<file path="config.mk">
export PLATFORM = sky130hd
export DESIGN_NAME = isq_sequencer
export DESIGN_NICKNAME = d
export VERILOG_FILES = /design/src/design/isq_pkg.sv /design/src/design/isq_mem_if.sv /design/src/design/isq_sequencer.sv /design/src/design/isq_instr_mem.sv
export SDC_FILE = /design/constraint.sdc
export NUM_CORES = 1
export LEC_CHECK = 0
export BUFFER_PORTS_ARGS = -buffer_cell sky130_fd_sc_hd__buf_4
export CAP_MARGIN = 20
export CORE_MARGIN = 2
export CORE_UTILIZATION = 60
export DETAILED_ROUTE_END_ITERATION = 6
export PLACE_DENSITY = 0.82
export SLEW_MARGIN = 10
export SYNTH_ARGS = -nofsm -noshare
export SYNTH_HDL_FRONTEND = slang
export SYNTH_HIERARCHICAL = 1
export SYNTH_SLANG_ARGS = --single-unit
export TNS_END_PERCENT = 10
</file>
<file path="constraint.sdc">
create_clock -name aclk -period 3.2 [get_ports aclk]
set_input_delay 0.32 -clock aclk [delete_from_list [all_inputs] [get_ports aclk]]
set_output_delay 0.32 -clock aclk [all_outputs]
set_load 0.01 [all_outputs]
</file>
<file path="src/design/isq_pkg.sv">
package isq_pkg;
	// register byte offsets on the control bus
	localparam logic [5:0] ADDR_INSTR0 = 6'h00;
	localparam logic [5:0] ADDR_CONFIG = 6'h20;
	localparam logic [5:0] ADDR_STATUS = 6'h24;
	localparam logic [5:0] ADDR_TIMER = 6'h28;
	localparam logic [3:0] IDX_CONFIG = 4'h8;
	localparam logic [3:0] IDX_STATUS = 4'h9;
	localparam logic [3:0] IDX_TIMER = 4'hA;

	// configuration bits
	localparam int CFG_START = 0;
	localparam int CFG_RESET = 1;
	localparam int CFG_IOSEL = 7;

	// status bits
	localparam int STS_HALTED = 0;
	localparam int STS_WAITING = 1;
	localparam int STS_TIMING = 2;
	localparam int STS_PC_LO = 4;

	// instruction word, section 00
	localparam int INS_LOOP = 0;
	localparam int INS_PAUSE = 1;
	localparam int INS_NINV_LO = 2;
	localparam int INS_INV_LO = 5;
	localparam int INS_SYNC = 8;
	localparam int INS_TIMER = 9;
	localparam int INS_RES8 = 10;
	localparam int INS_WDOG = 11;

	// sizes and reset values
	localparam int INSTR_W = 16;
	localparam int INSTR_DEPTH = 8;
	localparam int PC_W = 3;
	localparam int TIMER_W = 16;
	localparam logic [PC_W-1:0] PC_FIRST = 3'h0;
	localparam logic [PC_W-1:0] PC_LAST = 3'h7;
	localparam logic [TIMER_W-1:0] TIMER_RST = 16'h0000;
	localparam logic [INSTR_W-1:0] INSTR_RST = 16'h0000;
	localparam int ACQ_CYCLES_DEF = 4;

	// bus answers
	localparam logic [1:0] RESP_OKAY = 2'h0;
	localparam logic [1:0] RESP_SLVERR = 2'h2;

	typedef enum logic [3:0] {
		S_FETCH, S_DECODE, S_WAIT, S_TIMER, S_ACQ, S_SYNC, S_CONV, S_CWAIT, S_NEXT
	} isq_state_e;
endpackage

</file>
<file path="src/design/isq_mem_if.sv">
`timescale 1ns/1ns
`default_nettype none
// write port and two read ports of the instruction store
interface isq_mem_if;
	logic we;
	logic [isq_pkg::PC_W-1:0] waddr;
	logic [isq_pkg::INSTR_W-1:0] wdata;
	logic [isq_pkg::PC_W-1:0] seq_raddr;
	logic [isq_pkg::INSTR_W-1:0] seq_rdata;
	logic [isq_pkg::PC_W-1:0] bus_raddr;
	logic [isq_pkg::INSTR_W-1:0] bus_rdata;
	modport owner (output we, waddr, wdata, seq_raddr, bus_raddr, input seq_rdata, bus_rdata);
	modport mem (input we, waddr, wdata, seq_raddr, bus_raddr, output seq_rdata, bus_rdata);
endinterface
`default_nettype wire

</file>
<file path="src/design/isq_sequencer.sv">
// How it works
// [RULE1] section 00 of each instruction holds channel, resolution and sequencing fields
// [RULE2] loop bit marks the last instruction; next one is instruction zero
// [RULE3] pause bit halts after fetch, before execute, and clears start
// [RULE4] a pause halt raises the halt interrupt, number five
// [RULE5] writing start one resumes the halted instruction
// [RULE6] soft reset fetches and decodes instruction zero, then waits for start
// [RULE7] first run of instruction zero after start ignores its pause bit
// [RULE8] started sequencer executes instructions in ascending order
// [RULE9] after loop or all eight, instruction zero halts before executing
// [RULE10] bits 2 to 4 pick the non-inverting input, inputs zero to seven
// [RULE11] bits 5 to 7 pick the inverting input; code zero means ground
// [RULE12] sync bit waits after acquisition for a trigger rise, then converts
// [RULE13] host clears trigger direction bit before using the trigger as input
// [RULE14] window compare with sync needs two trigger rises, limit one then two
// [RULE15] timer bit waits for the countdown to reach zero, no conversion meanwhile
// [RULE16] bit 10 selects eight bits plus sign, else twelve bits plus sign
// [RULE17] bit 11 runs two limit comparisons instead of one conversion
//
// Decided for this implementation: the register addresses and the AXI4-Lite register port.
`timescale 1ns/1ns
`default_nettype none
module isq_sequencer #(
	parameter int ACQ_CYCLES = isq_pkg::ACQ_CYCLES_DEF
) (
	// clock and reset
	input wire logic aclk,
	input wire logic aresetn,
	// axi4-lite write
	input wire logic [5:0] s_axi_awaddr,
	input wire logic s_axi_awvalid,
	output logic s_axi_awready,
	input wire logic [31:0] s_axi_wdata,
	input wire logic [3:0] s_axi_wstrb,
	input wire logic s_axi_wvalid,
	output logic s_axi_wready,
	output logic [1:0] s_axi_bresp,
	output logic s_axi_bvalid,
	input wire logic s_axi_bready,
	// axi4-lite read
	input wire logic [5:0] s_axi_araddr,
	input wire logic s_axi_arvalid,
	output logic s_axi_arready,
	output logic [31:0] s_axi_rdata,
	output logic [1:0] s_axi_rresp,
	output logic s_axi_rvalid,
	input wire logic s_axi_rready,
	// converter control
	output logic [2:0] noninverting_channel_select,
	output logic [2:0] inverting_channel_select,
	output logic single_ended,
	output logic res_8bit,
	output logic window_compare,
	output logic limit_sel,
	output logic conv_start,
	input wire logic conv_done,
	// trigger pin
	input wire logic trigger_i,
	output logic trigger_o,
	output logic trigger_oe,
	// halt event
	output logic pause_int
);
	localparam logic [15:0] ACQ_LOAD = 16'(ACQ_CYCLES - 1);

	isq_mem_if mif ();
	isq_pkg::isq_state_e state_r;
	logic [isq_pkg::PC_W-1:0] pc_r;
	logic [isq_pkg::INSTR_W-1:0] instr_r, exec_w;
	logic [15:0] cnt_r;
	logic first_r, phase_r, start_r, iosel_r, halted_r, pause_int_r;
	logic [isq_pkg::TIMER_W-1:0] preset_r;
	logic aw_held_r, w_held_r, bvalid_r, rd_busy_r, rd_ph_r, rvalid_r;
	logic [5:0] awaddr_r, araddr_r;
	logic [31:0] wdata_r, rdata_r;
	logic [3:0] wstrb_r;
	logic [1:0] bresp_r, rresp_r;
	logic [2:0] trig_sync_r;
	logic trig_rise, wr_fire, soft_rst, cfg_wr, halt_cond, halt_any, halt_evt;
	logic [3:0] widx, ridx;

	isq_instr_mem u_mem (
		.aclk(aclk),
		.aresetn(aresetn),
		.mp(mif.mem)
	);

	// write channel: address and data taken in either order
	assign s_axi_awready = !aw_held_r && !bvalid_r;
	assign s_axi_wready = !w_held_r && !bvalid_r;
	assign wr_fire = aw_held_r && w_held_r && !bvalid_r;
	assign widx = awaddr_r[5:2];
	assign cfg_wr = wr_fire && widx == isq_pkg::IDX_CONFIG && wstrb_r[0];
	assign soft_rst = cfg_wr && wdata_r[isq_pkg::CFG_RESET];
	assign s_axi_bvalid = bvalid_r;
	assign s_axi_bresp = bresp_r;

	always_ff @(posedge aclk) begin
		if (!aresetn) begin
			aw_held_r <= 1'b0;
			w_held_r <= 1'b0;
			bvalid_r <= 1'b0;
			bresp_r <= isq_pkg::RESP_OKAY;
			awaddr_r <= 6'h00;
			wdata_r <= 32'h0000_0000;
			wstrb_r <= 4'h0;
		end else begin
			if (s_axi_awvalid && s_axi_awready) begin
				aw_held_r <= 1'b1;
				awaddr_r <= s_axi_awaddr;
			end
			if (s_axi_wvalid && s_axi_wready) begin
				w_held_r <= 1'b1;
				wdata_r <= s_axi_wdata;
				wstrb_r <= s_axi_wstrb;
			end
			if (wr_fire) begin
				aw_held_r <= 1'b0;
				w_held_r <= 1'b0;
				bvalid_r <= 1'b1;
				bresp_r <= (widx <= isq_pkg::IDX_TIMER) ? isq_pkg::RESP_OKAY : isq_pkg::RESP_SLVERR;
			end else if (bvalid_r && s_axi_bready) begin
				bvalid_r <= 1'b0;
			end
		end
	end

	// instruction store ports; partial writes of a word are dropped
	assign mif.we = wr_fire && !widx[3] && wstrb_r[1:0] == 2'h3;
	assign mif.waddr = widx[2:0];
	assign mif.wdata = wdata_r[15:0];
	assign mif.seq_raddr = pc_r;
	assign mif.bus_raddr = araddr_r[4:2];

	// read channel: two cycles from address to data, to let the store answer
	assign ridx = araddr_r[5:2];
	assign s_axi_arready = !rd_busy_r && !rvalid_r;
	assign s_axi_rvalid = rvalid_r;
	assign s_axi_rdata = rdata_r;
	assign s_axi_rresp = rresp_r;

	always_ff @(posedge aclk) begin
		if (!aresetn) begin
			rd_busy_r <= 1'b0;
			rd_ph_r <= 1'b0;
			rvalid_r <= 1'b0;
			araddr_r <= 6'h00;
			rdata_r <= 32'h0000_0000;
			rresp_r <= isq_pkg::RESP_OKAY;
		end else if (s_axi_arvalid && s_axi_arready) begin
			rd_busy_r <= 1'b1;
			rd_ph_r <= 1'b0;
			araddr_r <= s_axi_araddr;
		end else if (rd_busy_r && !rd_ph_r) begin
			rd_ph_r <= 1'b1;
		end else if (rd_busy_r) begin
			rd_busy_r <= 1'b0;
			rd_ph_r <= 1'b0;
			rvalid_r <= 1'b1;
			rresp_r <= isq_pkg::RESP_OKAY;
			rdata_r <= 32'h0000_0000;
			if (!ridx[3]) begin
				rdata_r <= {16'h0000, mif.bus_rdata};
			end else if (ridx == isq_pkg::IDX_CONFIG) begin
				rdata_r[isq_pkg::CFG_START] <= start_r;
				rdata_r[isq_pkg::CFG_IOSEL] <= iosel_r;
			end else if (ridx == isq_pkg::IDX_STATUS) begin
				rdata_r[isq_pkg::STS_HALTED] <= halted_r;
				rdata_r[isq_pkg::STS_WAITING] <= state_r == isq_pkg::S_WAIT;
				rdata_r[isq_pkg::STS_TIMING] <= state_r == isq_pkg::S_TIMER;
				rdata_r[isq_pkg::STS_PC_LO +: isq_pkg::PC_W] <= pc_r;
			end else if (ridx == isq_pkg::IDX_TIMER) begin
				rdata_r <= {16'h0000, preset_r};
			end else begin
				rresp_r <= isq_pkg::RESP_SLVERR;
			end
		end else if (rvalid_r && s_axi_rready) begin
			rvalid_r <= 1'b0;
		end
	end

	// halt decisions at decode: wrap back to zero halts, as does a pause bit
	assign halt_cond = !first_r && (pc_r == isq_pkg::PC_FIRST || mif.seq_rdata[isq_pkg::INS_PAUSE]);
	assign halt_any = state_r == isq_pkg::S_DECODE && start_r && halt_cond;
	assign halt_evt = halt_any && mif.seq_rdata[isq_pkg::INS_PAUSE];
	assign exec_w = (state_r == isq_pkg::S_DECODE) ? mif.seq_rdata : instr_r;

	// start, direction and timer preset; a software write wins over the auto clear
	always_ff @(posedge aclk) begin
		if (!aresetn) begin
			start_r <= 1'b0;
			iosel_r <= 1'b0;
			preset_r <= isq_pkg::TIMER_RST;
		end else begin
			if (cfg_wr) begin
				start_r <= wdata_r[isq_pkg::CFG_START];
				iosel_r <= wdata_r[isq_pkg::CFG_IOSEL];
			// [RULE3] start auto clear
			end else if (halt_any) begin
				start_r <= 1'b0;
			end
			if (wr_fire && widx == isq_pkg::IDX_TIMER) begin
				if (wstrb_r[0]) preset_r[7:0] <= wdata_r[7:0];
				if (wstrb_r[1]) preset_r[15:8] <= wdata_r[15:8];
			end
		end
	end

	// sticky halt flag, write one to clear; a new halt wins over the clear
	always_ff @(posedge aclk) begin
		if (!aresetn) begin
			halted_r <= 1'b0;
			pause_int_r <= 1'b0;
		end else begin
			// [RULE4] halt interrupt five
			pause_int_r <= halt_evt;
			if (halt_evt) begin
				halted_r <= 1'b1;
			end else if (wr_fire && widx == isq_pkg::IDX_STATUS && wstrb_r[0]
				&& wdata_r[isq_pkg::STS_HALTED]) begin
				halted_r <= 1'b0;
			end
		end
	end
	assign pause_int = pause_int_r;

	// trigger pin: two flops, then edge detect on the later pair
	always_ff @(posedge aclk) begin
		if (!aresetn) begin
			trig_sync_r <= 3'h0;
		end else begin
			trig_sync_r <= {trig_sync_r[1:0], trigger_i};
		end
	end
	assign trig_rise = trig_sync_r[1] && !trig_sync_r[2];
	// [RULE13] direction follows the host bit; pin echoes conversion starts when driven
	assign trigger_oe = iosel_r;
	assign trigger_o = conv_start;

	// sequencer; [RULE1] every word is decoded with the section 00 layout, no section bits checked
	always_ff @(posedge aclk) begin
		// [RULE6] soft reset refetches zero
		if (!aresetn || soft_rst) begin
			state_r <= isq_pkg::S_FETCH;
			pc_r <= isq_pkg::PC_FIRST;
			first_r <= 1'b1;
			phase_r <= 1'b0;
			cnt_r <= 16'h0000;
			instr_r <= isq_pkg::INSTR_RST;
		end else begin
			case (state_r)
				isq_pkg::S_FETCH: begin
					state_r <= isq_pkg::S_DECODE;
				end
				isq_pkg::S_DECODE, isq_pkg::S_WAIT: begin
					if (state_r == isq_pkg::S_DECODE) begin
						instr_r <= mif.seq_rdata;
					end
					// [RULE9] wrap halt at zero
					if (!start_r || (state_r == isq_pkg::S_DECODE && halt_cond)) begin
						state_r <= isq_pkg::S_WAIT;
					// [RULE5] resume halted instruction
					end else begin
						// [RULE7] first pass skips the pause
						first_r <= 1'b0;
						phase_r <= 1'b0;
						// [RULE15] timer wait first
						if (exec_w[isq_pkg::INS_TIMER]) begin
							state_r <= isq_pkg::S_TIMER;
							cnt_r <= preset_r;
						end else begin
							state_r <= isq_pkg::S_ACQ;
							cnt_r <= ACQ_LOAD;
						end
					end
				end
				isq_pkg::S_TIMER: begin
					if (cnt_r == 16'h0000) begin
						state_r <= isq_pkg::S_ACQ;
						cnt_r <= ACQ_LOAD;
					end else begin
						cnt_r <= cnt_r - 16'h0001;
					end
				end
				isq_pkg::S_ACQ: begin
					// [RULE12] hold at end of acquisition
					if (cnt_r == 16'h0000) begin
						state_r <= instr_r[isq_pkg::INS_SYNC] ? isq_pkg::S_SYNC : isq_pkg::S_CONV;
					end else begin
						cnt_r <= cnt_r - 16'h0001;
					end
				end
				isq_pkg::S_SYNC: begin
					if (trig_rise) begin
						state_r <= isq_pkg::S_CONV;
					end
				end
				isq_pkg::S_CONV: begin
					state_r <= isq_pkg::S_CWAIT;
				end
				isq_pkg::S_CWAIT: begin
					if (conv_done) begin
						// [RULE17] second comparison
						// [RULE14] second trigger edge
						if (instr_r[isq_pkg::INS_WDOG] && !phase_r) begin
							phase_r <= 1'b1;
							state_r <= instr_r[isq_pkg::INS_SYNC] ? isq_pkg::S_SYNC : isq_pkg::S_CONV;
						end else begin
							state_r <= isq_pkg::S_NEXT;
						end
					end
				end
				isq_pkg::S_NEXT: begin
					state_r <= isq_pkg::S_FETCH;
					// [RULE2] loop returns to zero
					if (instr_r[isq_pkg::INS_LOOP] || pc_r == isq_pkg::PC_LAST) begin
						pc_r <= isq_pkg::PC_FIRST;
					// [RULE8] ascending order
					end else begin
						pc_r <= pc_r + 3'h1;
					end
				end
				default: begin
					state_r <= isq_pkg::S_FETCH;
				end
			endcase
		end
	end

	// converter channel, resolution and window controls straight from the held instruction; limit select and start from the state
	// [RULE10] non-inverting input
	assign noninverting_channel_select = instr_r[isq_pkg::INS_NINV_LO +: 3];
	// [RULE11] inverting input, zero is ground
	assign inverting_channel_select = instr_r[isq_pkg::INS_INV_LO +: 3];
	assign single_ended = instr_r[isq_pkg::INS_INV_LO +: 3] == 3'h0;
	// [RULE16] resolution select
	assign res_8bit = instr_r[isq_pkg::INS_RES8];
	assign window_compare = instr_r[isq_pkg::INS_WDOG];
	assign limit_sel = phase_r;
	assign conv_start = state_r == isq_pkg::S_CONV;
endmodule
`default_nettype wire

</file>
<file path="src/design/isq_instr_mem.sv">
`timescale 1ns/1ns
`default_nettype none
module isq_instr_mem (
	// clock and reset
	input wire logic aclk,
	input wire logic aresetn,
	// store port
	isq_mem_if.mem mp
);
	logic [isq_pkg::INSTR_W-1:0] mem_r [isq_pkg::INSTR_DEPTH];

	// array holds no reset, software programs it before use
	always_ff @(posedge aclk) begin
		if (mp.we) begin
			mem_r[mp.waddr] <= mp.wdata;
		end
	end

	// both read ports registered, one cycle of latency
	always_ff @(posedge aclk) begin
		if (!aresetn) begin
			mp.seq_rdata <= isq_pkg::INSTR_RST;
			mp.bus_rdata <= isq_pkg::INSTR_RST;
		end else begin
			mp.seq_rdata <= mem_r[mp.seq_raddr];
			mp.bus_rdata <= mem_r[mp.bus_raddr];
		end
	end
endmodule
`default_nettype wire

</file>
# --- After elaboration in Yosys (flattened, before gate mapping) ---
# Memories as Yosys holds them, arrays and structs flattened. A register that Yosys moved wholly into a read port is not among the register bits.
# Index checks and enable logic that the tools add are counted.
classes:
  addsub: 2
  n_mux: 49
  n_eq_ne: 24
  bitwise: 4
  n_lt_le_gt_ge: 1
  reduce_logical: 68
op_table:
  columns: ["op", "n"]
  rows:
  - ["16-bit 2-to-1 mux", 5]
  - ["16-bit case mux with 3 select lines", 1]
  - ["32-bit 2-to-1 mux", 1]
  - ["4-bit equality test, second input constant", 7]
  - ["4-bit case mux with 7 select lines", 1]
  - ["1-bit logical AND", 27]
  - ["24-bit 2-to-1 mux", 1]
  - ["1-bit 2-to-1 mux", 20]
  - ["4-bit 2-to-1 mux", 5]
  - ["4-bit by 3-bit equality test with 1-bit output, second input constant", 4]
  - ["16-bit zero test", 1]
  - ["16-bit by 1-bit subtractor with 16-bit output, second input constant", 1]
  - ["3-bit 2-to-1 mux", 5]
  - ["1-bit zero test", 14]
  - ["2-bit != test, second input constant", 7]
  - ["2-bit 2-to-1 mux", 6]
  - ["2-bit nonzero test", 6]
  - ["10-bit 2-to-1 mux", 1]
  - ["9-bit 2-to-1 mux", 1]
  - ["3-bit AND reduction", 3]
  - ["4-bit by 2-bit equality test with 1-bit output, second input constant", 2]
  - ["2-bit AND reduction", 4]
  - ["4-bit AND reduction", 2]
  - ["3-bit zero test", 2]
  - ["other kinds (13)", 21]
word_totals:
  wordCells: 176
  reg_bits: 132
  memories: 1
  ram_bits: 128
  in_bits: 57
memory_table:
  columns: ["name", "depth", "word_bits", "rd", "rd_ports_with_merged_regs", "wr", "line_no", "text"]
  rows:
  - ["u_mem.mem_r", 8, 16, 2, 2, 1, "isq_instr_mem.sv:10", "logic [isq_pkg::INSTR_W-1:0] mem_r [isq_pkg::INSTR_DEPTH];"]

# --- Longest topological paths before layout ---
logic_depth:
  ltp_word: 7
  ltp_mapped: 8

# --- Hierarchy ---
# Netlist, hierarchy kept.
by_module_without_submodules:
  columns: ["mod", "area_per_inst_um2", "instances", "seq_area_each_um2", "cells_per_inst"]
  rows:
  - ["isq_instr_mem", 6864.1, 1, 4484.3, 394]
  - ["isq_sequencer", 5436.5, 1, 2182.1, 619]

# --- Worst setup path before layout ---
# No wires, ideal clock.
synth_timing:
  kind: "flip-flop to flip-flop"
  startpoint: "register bvalid_r, in the netlist s_axi_bvalid"
  endpoint: "memory u_mem/mem_r[0][0] (netlist name), enable pin"
  path_stages_with_launch: 5
  path_slack_ps: 628
  t_arrival_ps: 2162
  setup_time_ps: 409
  required_ps: 2791
  path_cell_list: "dfxtp_1 -> nand4b_1 -> nor3b_1 -> nand2b_1 -> nor3_1"
synth_between:
  elab_chain_len: 6
synth_lines:
  columns: ["item", "line_no", "text"]
  rows:
  - ["start, declared", "isq_sequencer.sv:73", "logic aw_held_r, w_held_r, bvalid_r, rd_busy_r, rd_ph_r, rvalid_r;"]
  - ["start signal, assigned", "isq_sequencer.sv:102", "bvalid_r <= 1'b0;"]
  - ["start signal, assigned", "isq_sequencer.sv:120", "bvalid_r <= 1'b1;"]
  - ["start signal, assigned", "isq_sequencer.sv:123", "bvalid_r <= 1'b0;"]
  - ["1-bit zero test", "isq_sequencer.sv:91", "assign wr_fire = aw_held_r && w_held_r && !bvalid_r;"]
  - ["1-bit logical AND", "isq_sequencer.sv:91", null]
  - ["1-bit logical AND (2 in series)", "isq_sequencer.sv:129", "assign mif.we = wr_fire && !widx[3] && wstrb_r[1:0] == 2'h3;"]
  - ["via mif.we", "isq_mem_if.sv:5", "logic we;"]
  - ["1-bit 2-to-1 mux", "isq_instr_mem.sv:14", "if (mp.we) begin"]
  - ["1-bit 2-to-1 mux (not written as such)", "isq_instr_mem.sv:15", "mem_r[mp.waddr] <= mp.wdata;"]
  - ["end, declared", "isq_instr_mem.sv:10", null]
# The timed path passes the listed nets, and every way through them passes these cells.

# --- Worst setup path after layout ---
layout_timing:
  startpoint: "register state_r[2]"
  endpoint: "register cnt_r[15]"
layout_between:
  elab_chain_len: 5
  word_cells_on_any_way: 15
layout_lines:
  columns: ["item", "line_no", "text"]
  rows:
  - ["start, declared", "isq_sequencer.sv:67", "isq_pkg::isq_state_e state_r;"]
  - ["start signal, assigned", "isq_sequencer.sv:244", "state_r <= isq_pkg::S_FETCH;"]
  - ["start signal, assigned", "isq_sequencer.sv:253", "state_r <= isq_pkg::S_DECODE;"]
  - ["start signal, assigned", "isq_sequencer.sv:261", "state_r <= isq_pkg::S_WAIT;"]
  - ["4-bit by 1-bit equality test with 1-bit output", "isq_sequencer.sv:186, isq_sequencer.sv:251, isq_sequencer.sv:260", null]
  - ["10-bit 2-to-1 mux or 1-bit logical AND (tied branches)", null, null]
  - ["16-bit 2-to-1 mux or 1-bit logical OR (tied branches)", "isq_sequencer.sv:268, isq_sequencer.sv:260", null]
  - ["16-bit 2-to-1 mux or 2-bit != test (tied branches)", null, null]
  - ["16-bit case mux with 3 select lines or 3-bit AND reduction (tied branches)", null, null]
  - ["end signal, assigned", "isq_sequencer.sv:270", "cnt_r <= preset_r;"]
  - ["end signal, assigned", "isq_sequencer.sv:282", "cnt_r <= cnt_r - 16'h0001;"]
  - ["end signal, assigned", "isq_sequencer.sv:290", "cnt_r <= cnt_r - 16'h0001;"]
  - ["end, declared", "isq_sequencer.sv:70", "logic [15:0] cnt_r;"]
# Parallel ways exist; a longest one is shown, timed or not. The select of a mux whose other input is x is not followed.
# A chain may end at the register's enable or synchronous reset.

==> impl_results.md <==
* Final cell count without fillers at 1322
* H-tree depth at 1
* Worst Setup End Kind: flop
* Via density per instance at 6.26
* Die Wd at 145 um
* ANT nets after route at 0
* Max Clk Rate at 412 MHz
* Final net count at 1097
* Clock root buffer: clkbuf_16
* Worst hold slack at 0.0459 ns
* Crit path cell chain: nor4b_4 -> a21oi_2 -> o21ai_2 -> buf_4 -> a222oi_1 -> nor3_1
* # port buffers at 71
* Clk slew on worst S/H paths at 0.06 ns
* TritonCTS clock tree: built
* Clk_lat worst skew at 0.54 ns
* DP HPWL at 18900 um
* TritonRoute pass-1 iters at 7
* ANT cells at 0
* Layout cell share with drive strength beyond 1 at 22.6%
* Status: finished clean
* TritonCTS buffer count at 27
* Post-route minimum period at 2.43 ns
* # setup viols final at 0
* Core Box Area at 0.0195 sq mm
* GRT Util Overall at 27.0%
* Leakage power at 0.00478 uW
* Cts repair resizes at 0
* Rel. slew slack at 40.8%
* Netlist area before placement at 0.0120 sq mm
* Max-slew violations at 0
* Period utilization at 75.9%
* Synth Warn # at 6
* Row cnt at 51
* Largest net degree at the start of global routing at 102
* Routability Congestion at 0.848
* Cells after DPL at 1271
* Syn avg cell area at 12.1 sq um
* PD cells at 588 mW/mm^2
* Final count of hold timing violations at 0
* Gr ovfl total at 0
* TNS Setup at 0 ns
* I/O pin count at 112
* CP top delay family: compound AO/OA/AOI/OAI gates
* CP Max Fanout at 16
* Buf+Inv Stages, Crit Path at 1
* DRT iter0 DRCs at 660
* Initial antenna violation count at 0
* Drt drc at 0
* Clock skew at 0.0147 ns
* Crit path required time at 3.64 ns
* Die area at 0.0211 sq mm
* Critical Path Source Type: flop
* Vias in the first global route at 8130
* Routed WL per cell at 21.8 um
* Highest-count cells in the layout ignoring fill and taps: dfxtp_1 (135), edfxtp_1 (128), nand2_1 (101)
* Die Ht at 145 um
* Post-CTS setup repair buffer count at 0
* Initial Utilization at 61.2%
* Slowest cell on the critical path: dfxtp_1
* Worst VDD drop at 450 uV
* Clock Sinks at 265
* RSZ-0062 raised after global routing: false
* Drt total wl at 28800 um
* Critical Setup Path Class: flop to flop
* Most common cell after layout, fill and taps aside: dfxtp_1
* # hold bufs at CTS at 1
* Synthesis-to-finish area growth at 11.7%
* Tightest Pin Transition at 0.888 ns
* Worst hold path class: input port to flop
* First-pass GRT wire length at 44900 um
* CP peak stage delay at 0.71 ns
* Total Power at 7850 uW
* Vias at 8274
* WP data arrival at 2.87 ns
* Cells after Synth at 985
* Worst-case clock buffer depth at 3
* MaxCap Viol Count at 0
metal layers:
metal | vias to the layer above | GRT usage (%) | wire length [um]
li1 | 3754 | - | -
met1 | 4064 | 36.2 | 11800
met2 | 379 | 43.6 | 13600
met3 | 77 | 5.50 | 2360
met4 | 0 | 10.4 | 1090
met5 | - | 0 | 0
worst reg2reg max path, delay by kind of cell (launching register included):
family	cells	cell delay [ns]
flip-flops	1	0.71
buffers and inverters	1	0.29
AO/OA/AOI/OAI	3	0.73
AND/OR/NAND/NOR	2	0.61
cell type report:
class / count / area, sq um
well taps: 265 / 332
fillers: 1401 / 6170
flip-flops and latches: 265 / 6590
clock buffers: 37 / 743
inverters: 45 / 169
repair buffers: 94 / 712
multi-input cells: 603 / 4710
clock inverters: 13 / 106
per-stage QoR:
step / cell area [sq um] / worst slack [ns] / util, %
2_1_floorplan: 12000 / 0.628 / -
3_3_place_gp: 12500 / 0.594 / 63.9
3_5_place_dp: 12500 / 0.869 / 64.0
4_1_cts: 13400 / 0.815 / 68.4
5_1_grt: 13400 / 0.574 / 68.4
6_report: 13400 / 0.772 / 68.4
final timing paths:
kind	start	slack, ns	cells past startpoint	endpoint
min reg2reg	u_mem/mp.seq_rdata[3]$_SDFF_PN0_	0.44	2	instr_r[3]$_SDFFE_PP0P_
min	s_axi_wdata[0]	0.05	3	wdata_r[0]$_SDFFE_PN0P_
max	state_r[2]$_SDFFE_PP0P_	0.77	6	cnt_r[15]$_SDFFE_PP0P_
max reg2reg	state_r[2]$_SDFFE_PP0P_	0.77	6	cnt_r[15]$_SDFFE_PP0P_
state kept, by name (all words and copies together), names as in the netlist, 11 cells and up:
signal	count
u_mem/mem_r	128
cnt_r	16
preset_r	16
s_axi_rdata	16
u_mem/mp.bus_rdata	16
wdata_r	16
u_mem/mp.seq_rdata	12
instr_r	11
where the power goes:
group	leakage (uW)	internal [uW]	switching (uW)	total, uW
sequential	0.00226	3660	182	3840
clock	0.000428	1720	1280	3000
combinational	0.00209	408	601	1010
total	0.00478	5790	2060	7850
Note: power is estimated with default switching activity, not from simulation.
